$ cat src/splc_consts.svh
/*
 * Offsets, field positions, reset values and timing counts for the
 * serial port lock and configuration register bank.
 * Assumes inclusion by bare name from the package and design files.
 */
`ifndef SPLC_CONSTS_SVH
`define SPLC_CONSTS_SVH

// Register addresses on the internal register access port
`define SPLC_ADDR_W            16
`define SPLC_OFS_LPLEVEL       16'hEC00
`define SPLC_OFS_REFLOCK       16'hEC01

// Low-power overcurrent level fields
`define SPLC_THR_LSB           0
`define SPLC_THR_W             3
`define SPLC_THR_RST           3'h7
`define SPLC_LINE_LSB          3
`define SPLC_LINE_W            5
`define SPLC_LINE_RST          5'h00
`define SPLC_THR_DIV           8

// Reference and port lock fields
`define SPLC_EXTREF_BIT        0
`define SPLC_LOCK_BIT          1
`define SPLC_REFLOCK_RST       8'h00

// Measurement period: (line count + 1) / 50 s, in system clocks
`define SPLC_LINE_RATE_HZ      50
`define SPLC_CLK_HZ            10000000
`define SPLC_LINE_CYCLES       (`SPLC_CLK_HZ / `SPLC_LINE_RATE_HZ)

// Strobe toggles needed to switch to the four-wire port
`define SPLC_TOGGLES_TO_SWITCH 3

`endif

$ cat src/splc_pkg.sv
/*
 * Types for the serial port lock and configuration register bank.
 * Assumes splc_consts.svh is on the include path.
 */
`include "splc_consts.svh"

package splc_pkg;

    // Register access request from the serial protocol engines
    typedef struct packed {
        logic                      wr;    // Write strobe, one cycle
        logic [`SPLC_ADDR_W-1:0]   addr;  // Register address
        logic [7:0]                wdata; // Write data
    } splc_req_t;

    // Port selection state, one-hot
    typedef enum logic [2:0] {
        SPLC_TWO_OPEN  = 3'h1, // Two-wire active, not locked
        SPLC_TWO_LOCK  = 3'h2, // Two-wire locked in
        SPLC_FOUR_PORT = 3'h4  // Four-wire active (locked on write)
    } splc_port_t;

endpackage

$ cat src/splc_toggle_count.sv
/*
 * Counts toggles of the select/strobe pin after a three-flop synchroniser.
 * Assumes the pin is asynchronous to the system clock.
 */
`timescale 1ns/1ns
`include "splc_consts.svh"

module splc_toggle_count (
    input  wire logic i_clk_sys,   // System clock
    input  wire logic i_sys_rst,   // Async reset, active high
    input  wire logic i_clk_en,    // Clock enable
    input  wire logic i_pin,       // Raw select/strobe pin
    input  wire logic i_arm,       // Counting allowed
    output logic      o_reached    // Toggle target reached, one cycle
);
    // State of this module
    typedef struct packed {
        logic [2:0] sync;  // Synchroniser stages
        logic [1:0] cnt;   // Toggles seen
        logic       done;  // Target pulse
        logic       level; // Last settled pin level
    } splc_tc_t;

    splc_tc_t st;
    splc_tc_t next_st;

    ////////////////////////////////////////////////////////////////////////
    // Next state: a toggle counts once stages two and three agree on a new level
    always_comb begin
        next_st = st;
        next_st.sync = {st.sync[1:0], i_pin};
        next_st.done = 1'b0;
        if (st.sync[2] == st.sync[1]) begin
            // Settled level is tracked even while disarmed
            next_st.level = st.sync[2];
        end
        if (!i_arm) begin
            // Locked or already switched: ignore the pin
            next_st.cnt = 2'h0;
        end else if (st.sync[2] == st.sync[1] && st.sync[2] != st.level) begin
            if (st.cnt == 2'(`SPLC_TOGGLES_TO_SWITCH - 1)) begin
                next_st.cnt  = 2'h0;
                next_st.done = 1'b1;
            end else begin
                next_st.cnt = st.cnt + 2'h1;
            end
        end
    end

    // Register stage
    always_ff @(posedge i_clk_sys or posedge i_sys_rst) begin
        if (i_sys_rst) begin
            st <= '0;
        end else if (i_clk_en) begin
            st <= next_st;
        end
    end

    assign o_reached = st.done;
endmodule

$ cat src/splc_top.sv
/*
 * Low-power overcurrent level and reference / port lock registers with
 * the serial port selection lock.
 * Assumes the protocol engines present one-cycle write strobes and a
 * combinational read address on the system clock.
 */
`timescale 1ns/1ns
`include "splc_consts.svh"

// How it works
// - Threshold equals full scale times code over eight
// - Period is line count plus one over fifty
// - Reference bit selects internal or external reference
// - Unlocked: three strobe toggles select four-wire port
// - Lock bit set in two-wire: strobe ignored, stays two-wire
// - Four-wire write to second register locks port
// - Lock survives every power mode change
module splc_top #(
    parameter int unsigned LINE_CYCLES = `SPLC_LINE_CYCLES  // Clocks per 1/50 s
) (
    input  wire logic                       i_clk_sys,       // System clock
    input  wire logic                       i_sys_rst,       // Async reset
    input  wire logic                       i_clk_en,        // Clock enable
    input  wire splc_pkg::splc_req_t        i_req,           // Register access
    output logic [7:0]                      o_rdata,         // Read data
    input  wire logic                       i_select_strobe_pin, // Raw pin
    input  wire logic [1:0]                 i_power_mode_states, // Power mode
    output logic [`SPLC_THR_W-1:0]          o_lowpower_threshold_code,
    output logic [`SPLC_LINE_W-1:0]         o_lowpower_line_count,
    output logic                            o_period_tick,   // Period end pulse
    output logic                            o_external_reference_select,
    output logic                            o_four_wire_active, // Port select
    output logic                            o_port_locked    // Lock state
);
    // Elaboration check: the period pulse needs at least two clocks per step
    if (LINE_CYCLES < 2) begin : g_line_check
        $error("LINE_CYCLES too small");
    end

    // Write decode helper
    function automatic logic hit(input splc_pkg::splc_req_t r,
                                 input logic [`SPLC_ADDR_W-1:0] a);
        hit = r.wr && (r.addr == a);
    endfunction

    // All state of the block
    typedef struct packed {
        logic [7:0]         lplevel;  // Low-power overcurrent level
        logic [7:0]         reflock;  // Reference and lock register
        splc_pkg::splc_port_t port;   // Port selection state
        logic [31:0]        tick_cnt; // Clocks within one 1/50 s
        logic [4:0]         line_cnt; // Sub-periods elapsed
        logic               tick;     // Period pulse
        logic [7:0]         rdata;    // Read data flop
    } splc_st_t;

    splc_st_t st;
    splc_st_t next_st;
    logic     toggles_done; // Three toggles seen
    logic     arm;          // Pin may count

    ////////////////////////////////////////////////////////////////////////
    // Strobe toggle counter, armed only while two-wire and unlocked
    assign arm = (st.port == splc_pkg::SPLC_TWO_OPEN);

    splc_toggle_count u_tc (
        .i_clk_sys (i_clk_sys),
        .i_sys_rst (i_sys_rst),
        .i_clk_en  (i_clk_en),
        .i_pin     (i_select_strobe_pin),
        .i_arm     (arm),
        .o_reached (toggles_done)
    );

    ////////////////////////////////////////////////////////////////////////
    // Next state
    always_comb begin
        next_st      = st;
        next_st.tick = 1'b0;
        // Register writes
        if (hit(i_req, `SPLC_OFS_LPLEVEL)) begin
            next_st.lplevel = i_req.wdata;
        end
        if (hit(i_req, `SPLC_OFS_REFLOCK)) begin
            // Lock bit is sticky: a zero never clears it
            next_st.reflock[`SPLC_EXTREF_BIT] = i_req.wdata[`SPLC_EXTREF_BIT];
            next_st.reflock[`SPLC_LOCK_BIT] = st.reflock[`SPLC_LOCK_BIT]
                                              | i_req.wdata[`SPLC_LOCK_BIT];
        end
        // Port selection; power mode plays no part, so it is retained
        case (st.port)
            splc_pkg::SPLC_TWO_OPEN: begin
                if (hit(i_req, `SPLC_OFS_REFLOCK) && i_req.wdata[`SPLC_LOCK_BIT]) begin
                    next_st.port = splc_pkg::SPLC_TWO_LOCK;
                end else if (toggles_done) begin
                    next_st.port = splc_pkg::SPLC_FOUR_PORT;
                end
            end
            splc_pkg::SPLC_TWO_LOCK: begin
                // Strobe toggles can no longer reach the four-wire port
                next_st.port = splc_pkg::SPLC_TWO_LOCK;
            end
            splc_pkg::SPLC_FOUR_PORT: begin
                // No path back to the two-wire port
                next_st.port = splc_pkg::SPLC_FOUR_PORT;
            end
            default: begin
                // Illegal code: fall back to the reset choice
                next_st.port = splc_pkg::SPLC_TWO_OPEN;
            end
        endcase
        // Four-wire: any write to the second register locks
        if (st.port == splc_pkg::SPLC_FOUR_PORT && hit(i_req, `SPLC_OFS_REFLOCK)) begin
            next_st.reflock[`SPLC_LOCK_BIT] = 1'b1;
        end
        // Measurement period timer
        if (st.tick_cnt == LINE_CYCLES - 1) begin
            next_st.tick_cnt = 32'h0;
            if (st.line_cnt >= st.lplevel[`SPLC_LINE_LSB +: `SPLC_LINE_W]) begin
                next_st.line_cnt = 5'h00;
                next_st.tick     = 1'b1;
            end else begin
                next_st.line_cnt = st.line_cnt + 5'h01;
            end
        end else begin
            next_st.tick_cnt = st.tick_cnt + 32'h1;
        end
        // Read mux, reserved bits read zero
        case (i_req.addr)
            `SPLC_OFS_LPLEVEL: next_st.rdata = st.lplevel;
            `SPLC_OFS_REFLOCK: next_st.rdata = {6'h00, st.reflock[1:0]};
            default:           next_st.rdata = 8'h00;
        endcase
    end

    ////////////////////////////////////////////////////////////////////////
    // Register stage; only device reset restores defaults
    always_ff @(posedge i_clk_sys or posedge i_sys_rst) begin
        if (i_sys_rst) begin
            st.lplevel  <= {`SPLC_LINE_RST, `SPLC_THR_RST};
            st.reflock  <= `SPLC_REFLOCK_RST;
            st.port     <= splc_pkg::SPLC_TWO_OPEN;
            st.tick_cnt <= 32'h0;
            st.line_cnt <= 5'h00;
            st.tick     <= 1'b0;
            st.rdata    <= 8'h00;
        end else if (i_clk_en) begin
            st <= next_st;
        end
    end

    // Outputs
    assign o_rdata                     = st.rdata;
    assign o_lowpower_threshold_code   = st.lplevel[`SPLC_THR_LSB +: `SPLC_THR_W];
    assign o_lowpower_line_count       = st.lplevel[`SPLC_LINE_LSB +: `SPLC_LINE_W];
    assign o_period_tick               = st.tick;
    assign o_external_reference_select = st.reflock[`SPLC_EXTREF_BIT];
    assign o_four_wire_active          = (st.port == splc_pkg::SPLC_FOUR_PORT);
    assign o_port_locked               = st.reflock[`SPLC_LOCK_BIT]
                                         | (st.port == splc_pkg::SPLC_TWO_LOCK);
endmodule

$ cat config.mk
export PLATFORM = sky130hd
export DESIGN_NAME = splc_top
export DESIGN_NICKNAME = d
export VERILOG_FILES = /design/src/splc_pkg.sv /design/src/splc_toggle_count.sv /design/src/splc_top.sv
export VERILOG_INCLUDE_DIRS = /design/src
export SDC_FILE = /design/constraint.sdc
export NUM_CORES = 1
export LEC_CHECK = 0
export BUFFER_PORTS_ARGS = -buffer_cell sky130_fd_sc_hd__buf_2
export CAP_MARGIN = 20
export CORE_ASPECT_RATIO = 2
export CORE_MARGIN = 2
export CORE_UTILIZATION = 43
export DETAILED_ROUTE_END_ITERATION = 8
export HOLD_SLACK_MARGIN = 0.06
export PLACE_DENSITY = 0.72
export SLEW_MARGIN = 20
export SYNTH_ARGS = -nofsm -noshare
export SYNTH_HDL_FRONTEND = slang
export SYNTH_SLANG_ARGS = --single-unit
$ cat constraint.sdc
create_clock -name i_clk_sys -period 2.1 [get_ports i_clk_sys]
set_input_delay 0 -clock i_clk_sys [delete_from_list [all_inputs] [get_ports i_clk_sys]]
set_output_delay 0 -clock i_clk_sys [all_outputs]
set_load 0.01 [all_outputs]
* Word level (Yosys, flattened, before mapping)
Index checks and enable logic that the tools add are counted. Widths: inputs -> output; s select.
Cells by class: add/sub/neg operators 3, $lt $le $gt $ge 1, equal/unequal tests 11, muxes and demuxes 15, bitwise logic cells 2, reduce and logical (&&, ||, !) cells 13
Operators by type and width (count):
- $add 32x1->32 const B | 1
- $eq 16x16->1 const B | 2
- $eq 32x18->1 const B | 1
- $mux 32 | 1
- $pmux 8 s2 | 1
- $reduce_and 2->1 | 7
- $mux 3 | 3
- $pmux 3 s3 | 1
- $mux 2 | 3
- $add 5x1->5 const B | 1
- $ge 5x5->1 | 1
- $logic_and 1x1->1 | 5
- $mux 1 | 5
- $mux 5 | 1
- $eq 3x1->1 const B | 1
- $eq 3x2->1 const B | 1
- $eq 3x3->1 const B | 1
- $ne 3x3->1 const B | 1
- $add 2x1->2 const B | 1
- $eq 2x2->1 const B | 1
- $ne 2x2->1 const B | 1
- $or 1x1->1 | 2
- $reduce_bool 2->1 | 1
- $eq 1x1->1 | 1
- $ne 1x1->1 | 1
Storage, ports and cells: register bits 66, input bits 31

* Longest topological paths before layout
Gate-level depths: netlist of run 1.
depth in word-level cells 5, mapped depth 8, mapped depth without buffers 7

* Hierarchy
A second synthesis of run 1 with hierarchy kept.
Unflattened totals: cells, all modules 316, area, all modules 3380.7 um^2
Modules (own cells, without submodules):
- splc_top | instances 1, cells an instance 287, area an instance 3034.2 um^2, seq. area each 1481.4 um^2
- splc_toggle_count | instances 1, cells an instance 29, area an instance 346.6 um^2, seq. area each 175.2 um^2

* Worst setup path after synthesis of run 1
OpenSTA, ideal clock, no wires.
kind register -> register, start reg st[30] (netlist bit), end reg st[9] (netlist bit), arrival time 1956 ps, data required time 2025 ps, setup slack 69 ps, stages on the path, launching flop included 7, clock period less this slack 2031 ps, path through dfrtp_1 -> nand2_2 -> or4_4 -> or4_1 -> buf_2 -> or3_1 -> o21ai_2
On the way: longest elaborated chain between the ends 2
RTL lines:
- start: declaration | line splc_top.sv:57 | splc_st_t st;
- start signal: assignment | line splc_top.sv:148 | st <= next_st;
- $eq 32x18->1 | line splc_top.sv:117 | if (st.tick_cnt == LINE_CYCLES - 1) begin
- $reduce_and 2->1 (no source line)
Every way passes these cells. A chain may end at the register's enable or synchronous reset.

* Worst setup path in the final report of run 1
start reg st[34] (netlist bit), end reg st[9] (netlist bit)
Same word-level chain as after synthesis.

==> results of run 1 <==
==> cell usage in the layout, fill, tap and decap left out, types with 2 or more instances in the layout <==
cell                             n
sky130_fd_sc_hd__a21o_1          5
sky130_fd_sc_hd__inv_1          15
sky130_fd_sc_hd__nor4b_1         3
sky130_fd_sc_hd__or2_2           2
sky130_fd_sc_hd__a21oi_1         3
sky130_fd_sc_hd__mux2i_1         3
sky130_fd_sc_hd__buf_4          26
sky130_fd_sc_hd__mux2_2          8
sky130_fd_sc_hd__a22o_1          8
sky130_fd_sc_hd__or3_1           2
sky130_fd_sc_hd__nand3_1        15
sky130_fd_sc_hd__nor2_1         14
sky130_fd_sc_hd__clkbuf_16       9
sky130_fd_sc_hd__dfstp_2         4
sky130_fd_sc_hd__ha_1            6
sky130_fd_sc_hd__and3_1          7
sky130_fd_sc_hd__buf_2          48
sky130_fd_sc_hd__and4_2          3
sky130_fd_sc_hd__o22ai_1         2
sky130_fd_sc_hd__o2bb2ai_1       2
sky130_fd_sc_hd__dlygate4sd3_1  15
sky130_fd_sc_hd__nand4_1        10
sky130_fd_sc_hd__bufinv_16       2
sky130_fd_sc_hd__nor4_1          7
sky130_fd_sc_hd__nor3_1         10
sky130_fd_sc_hd__clkinv_2        2
sky130_fd_sc_hd__xnor2_1        19
sky130_fd_sc_hd__and4_1          2
sky130_fd_sc_hd__dfrtp_1        62
sky130_fd_sc_hd__xor2_1         10
sky130_fd_sc_hd__nand2_1        24
sky130_fd_sc_hd__or4_4           2
sky130_fd_sc_hd__o21ai_0        14
==> timing repair <==
| item | CTS | global route |
|---|---|---|
| gates cloned | 0 | 0 |
| setup endpoints to repair | 1 | 4 |
| hold endpoints to repair | 78 | 0 |
| pin swaps | 0 | 3 |
| hold buffers | 15 | 0 |
| setup buffers | 0 | 4 |
| resized for setup | 2 | 3 |
==> cell families after synthesis <==
| logic type | share of synthesized area |
|---|---|
| AOI/OAI and AO/OA | 0.09085 |
| xor gates and xnor gates | 0.07814 |
| adders and majority gates | 0.02694 |
| buffers and inverters | 0.06544 |
| DFF | 0.5096 |
| muxes | 0.03695 |
| and+or+nand+nor | 0.1921 |
==> cell type report <==
| type | count | share of cell area |
|---|---|---|
| inverter | 16 | 0.01447 |
| timing repair buffer | 89 | 0.1410 |
| clock buffer | 11 | 0.05847 |
| tap | 92 | 0.02773 |
| sequential | 66 | 0.3990 |
| clock inverter | 5 | 0.01869 |
| multi-input combinational | 202 | 0.3406 |
==> power by group <==
part,switching (mW),leakage [nW],internal [mW]
Sequential,0.108,0.848,1.39
Combinational,0.196,1.02,0.211
Clock,0.530,0.156,1.07
Total,0.833,2.02,2.66
==> layer usage <==
metal  vias to the layer above  share of wire  routed length (microns)
li1                       1234              -                        -
met3                        16          0.041                      288
met4                         0          0.028                      201
met5                         -              0                        0
met1                      1275           0.37                     2589
met2                        69           0.56                     3985
==> worst max-delay path: stages, from the launching register on <==
cell and delay [ns]:
sky130_fd_sc_hd__dfrtp_1 0.40, sky130_fd_sc_hd__or4_4 0.55, sky130_fd_sc_hd__or4_4 0.60, sky130_fd_sc_hd__or3_1 0.38, sky130_fd_sc_hd__o21ai_2 0.06
==> synthesized netlist by cell type, types with 2 or more instances <==
cell	n	area share
sky130_fd_sc_hd__dfrtp_1	62	0.48
sky130_fd_sc_hd__nand2_1	24	0.028
sky130_fd_sc_hd__xnor2_1	19	0.051
sky130_fd_sc_hd__buf_4	16	0.037
sky130_fd_sc_hd__inv_1	16	0.018
sky130_fd_sc_hd__nand3_1	15	0.023
sky130_fd_sc_hd__nor2_1	14	0.016
sky130_fd_sc_hd__o21ai_0	14	0.022
sky130_fd_sc_hd__nand4_1	10	0.019
sky130_fd_sc_hd__nor3_1	10	0.015
sky130_fd_sc_hd__xor2_1	10	0.027
sky130_fd_sc_hd__a22o_1	8	0.022
sky130_fd_sc_hd__mux2_2	8	0.028
sky130_fd_sc_hd__nor4_1	8	0.015
sky130_fd_sc_hd__and3_1	7	0.013
sky130_fd_sc_hd__ha_1	7	0.027
sky130_fd_sc_hd__a21o_1	5	0.012
sky130_fd_sc_hd__clkbuf_1	5	0.0058
sky130_fd_sc_hd__dfstp_2	4	0.032
sky130_fd_sc_hd__nor4b_1	4	0.011
sky130_fd_sc_hd__a21oi_1	3	0.0046
sky130_fd_sc_hd__and4_2	3	0.0092
sky130_fd_sc_hd__mux2i_1	3	0.0092
sky130_fd_sc_hd__or3_1	3	0.0058
sky130_fd_sc_hd__and4_1	2	0.0054
sky130_fd_sc_hd__buf_2	2	0.0031
sky130_fd_sc_hd__o22ai_1	2	0.0038
sky130_fd_sc_hd__o2bb2ai_1	2	0.0054
sky130_fd_sc_hd__or2_2	2	0.0038
==> how the worst max path moves through the flow <==
stage	endpoint	slack, ns	depth (start not counted)
5_1_grt	st[11]	0.0001	8
3_3_place_gp	st[9]	0.05	6
3_5_place_dp	st[13]	-0.02	6
6_report	st[9]	0.04	4
4_1_cts	st[9]	0.07	6
2_1_floorplan	st[9]	0.07	6
==> per-stage QoR <==
step / setup WS [ns] / setup TNS, ns / instance area (sq um)
3_5_place_dp: -0.01607 / -0.01607 / 3625
6_report: 0.04431 / 0 / 4151
4_1_cts: 0.07137 / 0 / 4105
2_1_floorplan: 0.06904 / 0 / 3251
3_3_place_gp: 0.05413 / 0 / 3625
5_1_grt: 0.0001317 / 0 / 4151
==> state kept, by name, indices dropped and copies added (netlist names) <==
| signal | cells |
|---|---|
| st | 41 |
| o_rdata | 8 |
| o_lowpower_line_count | 5 |
| u_tc.st | 4 |
| o_lowpower_threshold_code | 3 |
| u_tc.next_st | 2 |
| o_external_reference_select | 1 |
| o_period_tick | 1 |
| u_tc.o_reached | 1 |
==> reports/qor.yml, run 1 <==
clock_sink_count: 66
detail_route.vias_per_cell: 5.393
crit_type: "reg -> reg"
cts_made_buffers: 9
endpoints_failing_hold: 0
clock_tree.htree_level_count: 3
row_count: 44
antenna_left: 0
gr_met2_demand_resource: 0.3469
regToRegStartpoint: "st[34]"
mappedNetlistNets: 346
synth_cell_type_count: 49
syn-instance-count: 308
port_buffers: 48
clock-skew-final_ns: 0.005446
cp_data_arrival_time_ns: 2.32
grt_use_met1: 0.1928
insertion_delay_ns: 0.33
avgRoutedWirePerCell_microns: 14.69
synthesis.area_sq_um: 3251
number_of_global_route_vias_before_repair: 2666
post-route-period-util: 0.9789
leakage_nw: 2.019
die_h_microns: 127.0
die_w_microns: 65.48
endpoint_worst_hold: "o_rdata[1]"
irDropWorstVdd_v: 0.0004449
gp_routability_congestion: 0.7431
grt.met3_usage: 0.04610
multiInputGateArea_sq_um: 1414
drive_gt1_frac: 0.3033
cp-start-kind: "register"
hold_path_startpoint: "i_req[8]"
synth_async_sr_flop_share: 1.000
die_area_sq_um: 8313
max_slew.worst_pin.slew_ns: 0.4969
hold-worst-slack_ns: 0.08748
top_level_ports: 51
worst_r2r_dst: "st[9]"
rsz0062_at_grt: "no"
vias: 2594
total_power_mw: 3.497
design.core.area_sq_um: 7322
timing.critical_path.to_type: "register"
antenna_found_initial: 0
hold_path.class: "in -> reg"
drt-pass1-iter-count: 4
fill_cells: 610
slew_hr: 0.6644
grt_usage: 0.1896
synthToLayoutAreaGrowth_pct: 27.71
final_util: 0.5670
tritoncts_clock_tree: "yes"
run_status: "complete, no violations"
placed_cells_incl_taps: 446
grt_first_pass_wirelength_mm: 11.96
drt-total-wl_mm: 7.066
final_cell_count_no_fill: 481
cts.reportedPaths.clkPinSlew_ns: 0.05
final_nets: 422
final-max-slew-violation-count: 0
synth_flop_cell: "sky130_fd_sc_hd__dfrtp_1"
clock_path_buffers: 2
cap_viol_max_count: 0
hpwl_mm: 5.036
dr.first_iter.drc_count: 160
pin_count_of_the_biggest_net_entering_global_routing: 36
ff2ff_path_depth: 4
number_of_enable_flip_flop_cells_after_synthesis: 0
crit_fanout: 6
busiest_layer_in_global_routing: "met2"
setup_viol_count_final: 0
ys_warn_count: 0
synth-seq-area-share: 0.5096
route.detailed.drc: 0
area.sequential_sq_um: 1657
worstPathRequired_ns: 2.37
num_antenna_cells: 0
cellPowerDensity_nw_per_um2: 842.3
finalWorstPathRequiredPeriod_ns: 2.056
min_delay_path_depth: 3
avg_inst_size_synth_sq_um: 10.55
max_freq_mhz: 486.5
gr-total-overflow: 0
synthesized_flop_and_latch_total: 66
start_util: 0.4440
critPathLaunch: "st[34]"
clock-root-buffer: "sky130_fd_sc_hd__clkbuf_16"
rrSetupSlack_ns: 0.04
(Power assumes the default switching activity.)
==> run 2, diff against run 1 <==
==> constraint.sdc (replaced) <==
create_clock -name i_clk_sys -period 2.1 [get_ports i_clk_sys]
set_input_delay 0.105 -clock i_clk_sys [delete_from_list [all_inputs] [get_ports i_clk_sys]]
set_output_delay 0.105 -clock i_clk_sys [all_outputs]
set_load 0.01 [all_outputs]
==> reports/qor.yml, run 2 (synthesis results as in run 1) <==
worstPathRequired_ns: 2.37  # about the same
max_ffs_per_register: 41  # unchanged
cts.reportedPaths.clkPinSlew_ns: 0.05  # about the same
vias: 2570  # -0.93%
clock-root-buffer: "sky130_fd_sc_hd__clkbuf_16"
number_of_global_route_vias_before_repair: 2688  # +0.83%
cellPowerDensity_nw_per_um2: 875.8  # +4.0%
tritoncts_clock_tree: "yes"
final-max-slew-violation-count: 0  # unchanged
cts_made_buffers: 9  # unchanged
timing.critical_path.to_type: "register"
layout_common_cells: "62 x sky130_fd_sc_hd__dfrtp_1, 48 x sky130_fd_sc_hd__buf_2, 27 x sky130_fd_sc_hd__buf_4"
avgRoutedWirePerCell_microns: 15.16  # +3.2%
drt-pass1-iter-count: 4  # unchanged
route.detailed.drc: 0  # unchanged
clock-skew-final_ns: 0.005265  # -0.0001811 ns
die_h_microns: 127.0  # unchanged
antenna_left: 0  # unchanged
num_antenna_cells: 0  # unchanged
crit_fanout: 6  # unchanged
pin_count_of_the_biggest_net_entering_global_routing: 67  # +86%
antenna_found_initial: 0  # unchanged
total_power_mw: 3.664  # +4.8%
dr.first_iter.drc_count: 119  # -26%
max_slew.worst_pin.slew_ns: 0.4648  # -0.03202 ns
run_status: "complete, no violations"
cap_viol_max_count: 0  # unchanged
grt_usage: 0.1863  # -0.003365
clock_path_buffers: 2  # unchanged
clock_tree.htree_level_count: 3  # unchanged
synthToLayoutAreaGrowth_pct: 28.71
cp-start-kind: "register"
hpwl_mm: 5.125  # +1.8%
die_area_sq_um: 8313  # unchanged
port_buffers: 48  # unchanged
drive_gt1_frac: 0.3238  # +0.02049
hold_path.class: "in -> reg"
detail_route.vias_per_cell: 5.377  # -0.30%
clock_sink_count: 66  # unchanged
most_common_cell_after_layout_fill_and_taps_aside: "sky130_fd_sc_hd__dfrtp_1"
setup_viol_count_final: 0  # unchanged
finalWorstPathRequiredPeriod_ns: 2.078  # +0.02261 ns
gp_routability_congestion: 0.7995  # +7.6%
irDropWorstVdd_v: 0.0004805  # +8.0%
insertion_delay_ns: 0.33  # about the same
leakage_nw: 2.046  # +1.4%
row_count: 44  # unchanged
top_level_ports: 51  # unchanged
cp_data_arrival_time_ns: 2.35  # +0.03 ns
timing.setup.tns_ns: 0  # unchanged
crit_type: "reg -> reg"
final_nets: 419  # -0.71%
die_w_microns: 65.48  # unchanged
design.core.area_sq_um: 7322  # unchanged
post-route-period-util: 0.9897  # +0.01077
rsz0062_at_grt: "yes"
drt-total-wl_mm: 7.246  # +2.5%
start_util: 0.4440  # unchanged
max_freq_mhz: 481.2  # -1.1%
grt_first_pass_wirelength_mm: 11.80  # -1.4%
gr-total-overflow: 0  # unchanged
endpoints_failing_hold: 0  # unchanged
slew_hr: 0.6898  # +0.02533
largest_register: "st"
-- run 2: changes by cell type in the layout (fill, tap and decap cells not counted), sizes merged --
| cell | previous run | this run |
|---|---|---|
| bufinv | 2 | 3 |
| clkinvlp | 1 | 0 |
| buf | 74 | 76 |
| dlygate4sd3 | 15 | 10 |
-- run 2: worst paths after layout --
path / start / endpoint / cells past startpoint / slack [ns]
setup / recovery: st[31] / st[13] / 5 / 0.02
hold / removal: i_clk_en / st[16] / 3 / 0.11
setup reg to reg: st[31] / st[13] / 5 / 0.02
hold reg to reg: o_rdata[0] / o_rdata[0] / 1 / 0.48
max in group asynchronous: i_sys_rst / st[46] / 4 / 1.38
min in group asynchronous: i_sys_rst / o_rdata[2] / 4 / 0.41
-- run 2: power by group --
part	internal [mW]	switching (mW)	leakage (nW)	total, mW
sequential	1.39	0.111	0.848	1.50
combinational	0.211	0.205	1.02	0.415
clock	1.22	0.533	0.176	1.75
-- run 2: layout make-up --
class | count | area (sq um)
Clock buffer | 11 | 252.7
Clock inverter | 5 | 100.1
Tap cell | 92 | 115.1
Multi-Input combinational cell | 202 | 1436
Sequential cell | 66 | 1657
Inverter | 16 | 60.06
Timing Repair Buffer | 86 | 563.0
Fill cell | 616 | 3138
-- run 2: critical path: stages, from the launching register on --
cell,delay (ns)
sky130_fd_sc_hd__dfrtp_1,0.36
sky130_fd_sc_hd__nand2_2,0.08
sky130_fd_sc_hd__or4_4,0.54
sky130_fd_sc_hd__or4_4,0.61
sky130_fd_sc_hd__nor4b_2,0.30
sky130_fd_sc_hd__a21o_1,0.12
-- run 2: metrics by stage --
step | cell area, sq um | hold WS, ns | cells | setup slack [ns] | util
final | 4184 | 0.1119 | 478 | 0.02170 | 0.5714
after global routing | 4184 | 0.1275 | 478 | -0.007329 | 0.5714
after CTS | 4100 | 0.1010 | 472 | 0.05428 | 0.5600
after detailed placement | 3637 | 0.2062 | 446 | -0.04236 | 0.4968
after global placement | 3637 | 0.2029 | 446 | 0.06095 | 0.4968
after floorplan | 3251 | 0.2435 | 308 | 0.06904 | -
-- run 2: routing by layer --
metal	share of wire	track usage
met1	0.37	0.1820
met5	0	0
met3	0.040	0.04078
met2	0.57	0.3559
met4	0.022	0.08456
-- run 2: what timing repair did --
| action | in CTS | in global routing |
|---|---|---|
| gates resized for setup | 2 | 7 |
| endpoints found under the setup margin | 2 | 4 |
| buffers inserted | 0 | 6 |
| hold endpoints to repair | 72 | 0 |
| pin swaps | 0 | 4 |
| hold buffers | 10 | 0 |
==> run 3, diff against run 2 <==
Settings changed: PLACE_DENSITY 0.72 to 0.71, SYNTH_HIERARCHICAL set to 1.
==> reports/qor.yml, run 3 <==
leakage_nw: 1.992  # -2.7%
run_status: "complete, no violations"
hold-worst-slack_ns: 0.07228  # -0.03961 ns
biggest_area_contributors_in_the_synthesized_netlist: "sky130_fd_sc_hd__dfrtp_1 46%, sky130_fd_sc_hd__xnor2_1 4.7%, sky130_fd_sc_hd__buf_4 3.6%"
synth_flop_cell: "sky130_fd_sc_hd__dfrtp_1"
postCtsSetupRepairBufs: 0  # unchanged
max_slew.worst_pin.slew_ns: 0.4955  # +0.03063 ns
cts.reportedPaths.clkPinSlew_ns: 0.05  # about the same
irDropWorstVdd_v: 0.0004497  # -6.4%
gr-total-overflow: 0  # unchanged
post-route-period-util: 0.8881  # -0.1016
drt-total-wl_mm: 6.849  # -5.5%
slew_hr: 0.6652  # -0.02458
cp_data_arrival_time_ns: 2.12  # -0.23 ns
postPlaceCellArea_sq_um: 3666  # +0.79%
max_ffs_per_register: 41  # unchanged
start_util: 0.4448  # +0.0008227
setup_viol_count_final: 0  # unchanged
ff2ff_path_depth: 5  # unchanged
timing.setup.tns_ns: 0  # unchanged
die_h_microns: 129.4  # +1.9%
die_area_sq_um: 8631  # +3.8%
largest_register: "st"
number_of_enable_flip_flop_cells_after_synthesis: 0  # unchanged
avg_inst_size_synth_sq_um: 10.70  # +1.4%
clock-root-buffer: "sky130_fd_sc_hd__clkbuf_16"
regToRegStartpoint: "st[14]"
cellPowerDensity_nw_per_um2: 826.0  # -5.7%
antenna_left: 0  # unchanged
row_count: 45  # +2.3%
synthesis.area_sq_um: 3381  # +4.0%
fin_ws_ns: 0.2351  # +0.2134 ns
drive_gt1_frac: 0.2440  # -0.07980
tritoncts_clock_tree: "yes"
detail_route.vias_per_cell: 5.386  # +0.18%
synth_async_sr_flop_share: 1.000  # unchanged
yosys-top-cells-count: "62 x sky130_fd_sc_hd__dfrtp_1, 25 x sky130_fd_sc_hd__nor2_1, 21 x sky130_fd_sc_hd__inv_1, 18 x sky130_fd_sc_hd__nand3_1, 18 x sky130_fd_sc_hd__xnor2_1"
max_freq_mhz: 536.2  # +11%
portion_of_synthesized_cell_area_occupied_by_the_leading_cell_type: 0.4589  # -0.01837
grt_usage: 0.1757  # -0.01054
port_buffers: 48  # unchanged
cap_viol_max_count: 0  # unchanged
pre_cts_slack_ns: 0.2331  # +0.2754 ns
synth_cell_type_count: 49  # unchanged
most_common_cell_after_layout_fill_and_taps_aside: "sky130_fd_sc_hd__dfrtp_1"
ys_warn_count: 6  # +6
crit_path_cell_trace: "ha_1, nand3_4, nor4b_4, and4_1, xor2_1"
num_antenna_cells: 0  # unchanged
synthesized_flop_and_latch_total: 66  # unchanged
drt-pass1-iter-count: 4  # unchanged
number_of_global_route_vias_before_repair: 2654  # -1.3%
timing.critical_path.to_type: "register"
avgRoutedWirePerCell_microns: 14.54  # -4.1%
postLayoutCellArea_sq_um: 4055  # -3.1%
design.core.area_sq_um: 7601  # +3.8%
antenna_found_initial: 0  # unchanged
min_delay_path_depth: 2  # -1
cp-start-kind: "register"
grt_first_pass_wirelength_mm: 11.57  # -1.9%
vias: 2537  # -1.3%
final_nets: 410  # -2.1%
hold_path.class: "in -> reg"
yosysTopAreaCell: "sky130_fd_sc_hd__dfrtp_1"
cts_hold_repair.buffers: 9  # -1
final_util: 0.5335  # -0.03793
endpoints_failing_hold: 0  # unchanged
syn-instance-count: 316  # +2.6%
synth-seq-area-share: 0.4900  # -0.01962
hold_path_startpoint: "i_req[1]"
worstPathRequired_ns: 2.35  # -0.02 ns
insertion_delay_ns: 0.33  # about the same
max_stage_delay_ns: 0.50  # -0.11 ns
dr.first_iter.drc_count: 101  # -15%
cts_made_buffers: 9  # unchanged
cpMaxStageDelayCell: "sky130_fd_sc_hd__nor4b_4"
clock-skew-final_ns: 0.006735  # +0.001470 ns
hpwl_mm: 5.174  # +0.95%
total_power_mw: 3.350  # -8.6%
pin_count_of_the_biggest_net_entering_global_routing: 57  # -15%
clock_path_buffers: 2  # unchanged
placed_cells_incl_taps: 446  # unchanged
finalWorstPathRequiredPeriod_ns: 1.865  # -0.2134 ns
synthToLayoutAreaGrowth_pct: 19.95
rsz0062_at_grt: "no"
die_w_microns: 66.70  # +1.9%
final_cell_count_no_fill: 471  # -1.5%
gp_routability_congestion: 0.8535  # +6.8%
mappedNetlistNets: 354  # +2.3%
final-max-slew-violation-count: 0  # unchanged
crit_type: "reg -> reg"
route.detailed.drc: 0  # unchanged
top_level_ports: 51  # unchanged
layout_common_cells: "62 x sky130_fd_sc_hd__dfrtp_1, 48 x sky130_fd_sc_hd__buf_2, 25 x sky130_fd_sc_hd__nor2_1"
clock_tree.htree_level_count: 3  # unchanged
synth.most_common_cell: "sky130_fd_sc_hd__dfrtp_1"
clock_sink_count: 66  # unchanged
crit_fanout: 6  # unchanged
critPathLaunch: "st[14]"
postcts_resize_cnt: 0  # -2
-- run 3: changes by cell type after synthesis, moves of 7 or more --
cell and change:
sky130_fd_sc_hd__nor2_1 +11, sky130_fd_sc_hd__nand2_1 -7, sky130_fd_sc_hd__o21ai_0 -8, sky130_fd_sc_hd__nor3_1 -9
-- run 3: worst paths after layout --
path	to	slack, ns
setup / recovery	st[42]	0.24
hold / removal	o_lowpower_threshold_code[1]	0.07
setup reg to reg	st[42]	0.24
hold reg to reg	st[45]	0.47
max in group asynchronous	o_lowpower_threshold_code[2]	1.35
min in group asynchronous	o_external_reference_select	0.21
-- run 3: report_power, final --
group	internal, mW	total [mW]	switching (mW)
sequential	1.38	1.52	0.136
clock	0.981	1.47	0.493
combinational	0.175	0.356	0.181
-- run 3: routing by layer --
layer	part of all wire	vias to the layer above	global-route usage
met3	0.038	9	0.04167
met2	0.57	56	0.3376
li1	-	1228	-
met4	0.019	0	0.07563
met5	0	-	0
met1	0.37	1244	0.1704
-- run 3: cell type report --
class                      count  area [sq um]
timing repair buffer          65         402.9
clock inverter                 2         35.03
fill                         646          3546
sequential                    66          1657
inverter                      21         78.83
tap                           94         117.6
multi-input combinational    209          1500
clock buffer                  14         264.0
-- run 3: cells by family (layout without fill, tap and decap cells) --
logic type,Yosys count,in the layout,share of synthesized area
XOR/XNOR,31,31,0.08031
adder cells (fa/ha/maj),7,7,0.02591
AO/OA/AOI/OAI,33,33,0.07217
flip-flops,66,66,0.4900
multiplexers,15,15,0.04885
AND/OR/NAND/NOR,123,123,0.2165
buffers and inverters,41,102,0.06625
-- run 3: critical path: cells and delay by family (launching register included) --
kind / cells / cell delay [ns]
XOR/XNOR: 1 / 0.14
adder cells (fa/ha/maj): 1 / 0.31
flip-flops: 1 / 0.43
AND/OR/NAND/NOR: 3 / 0.91
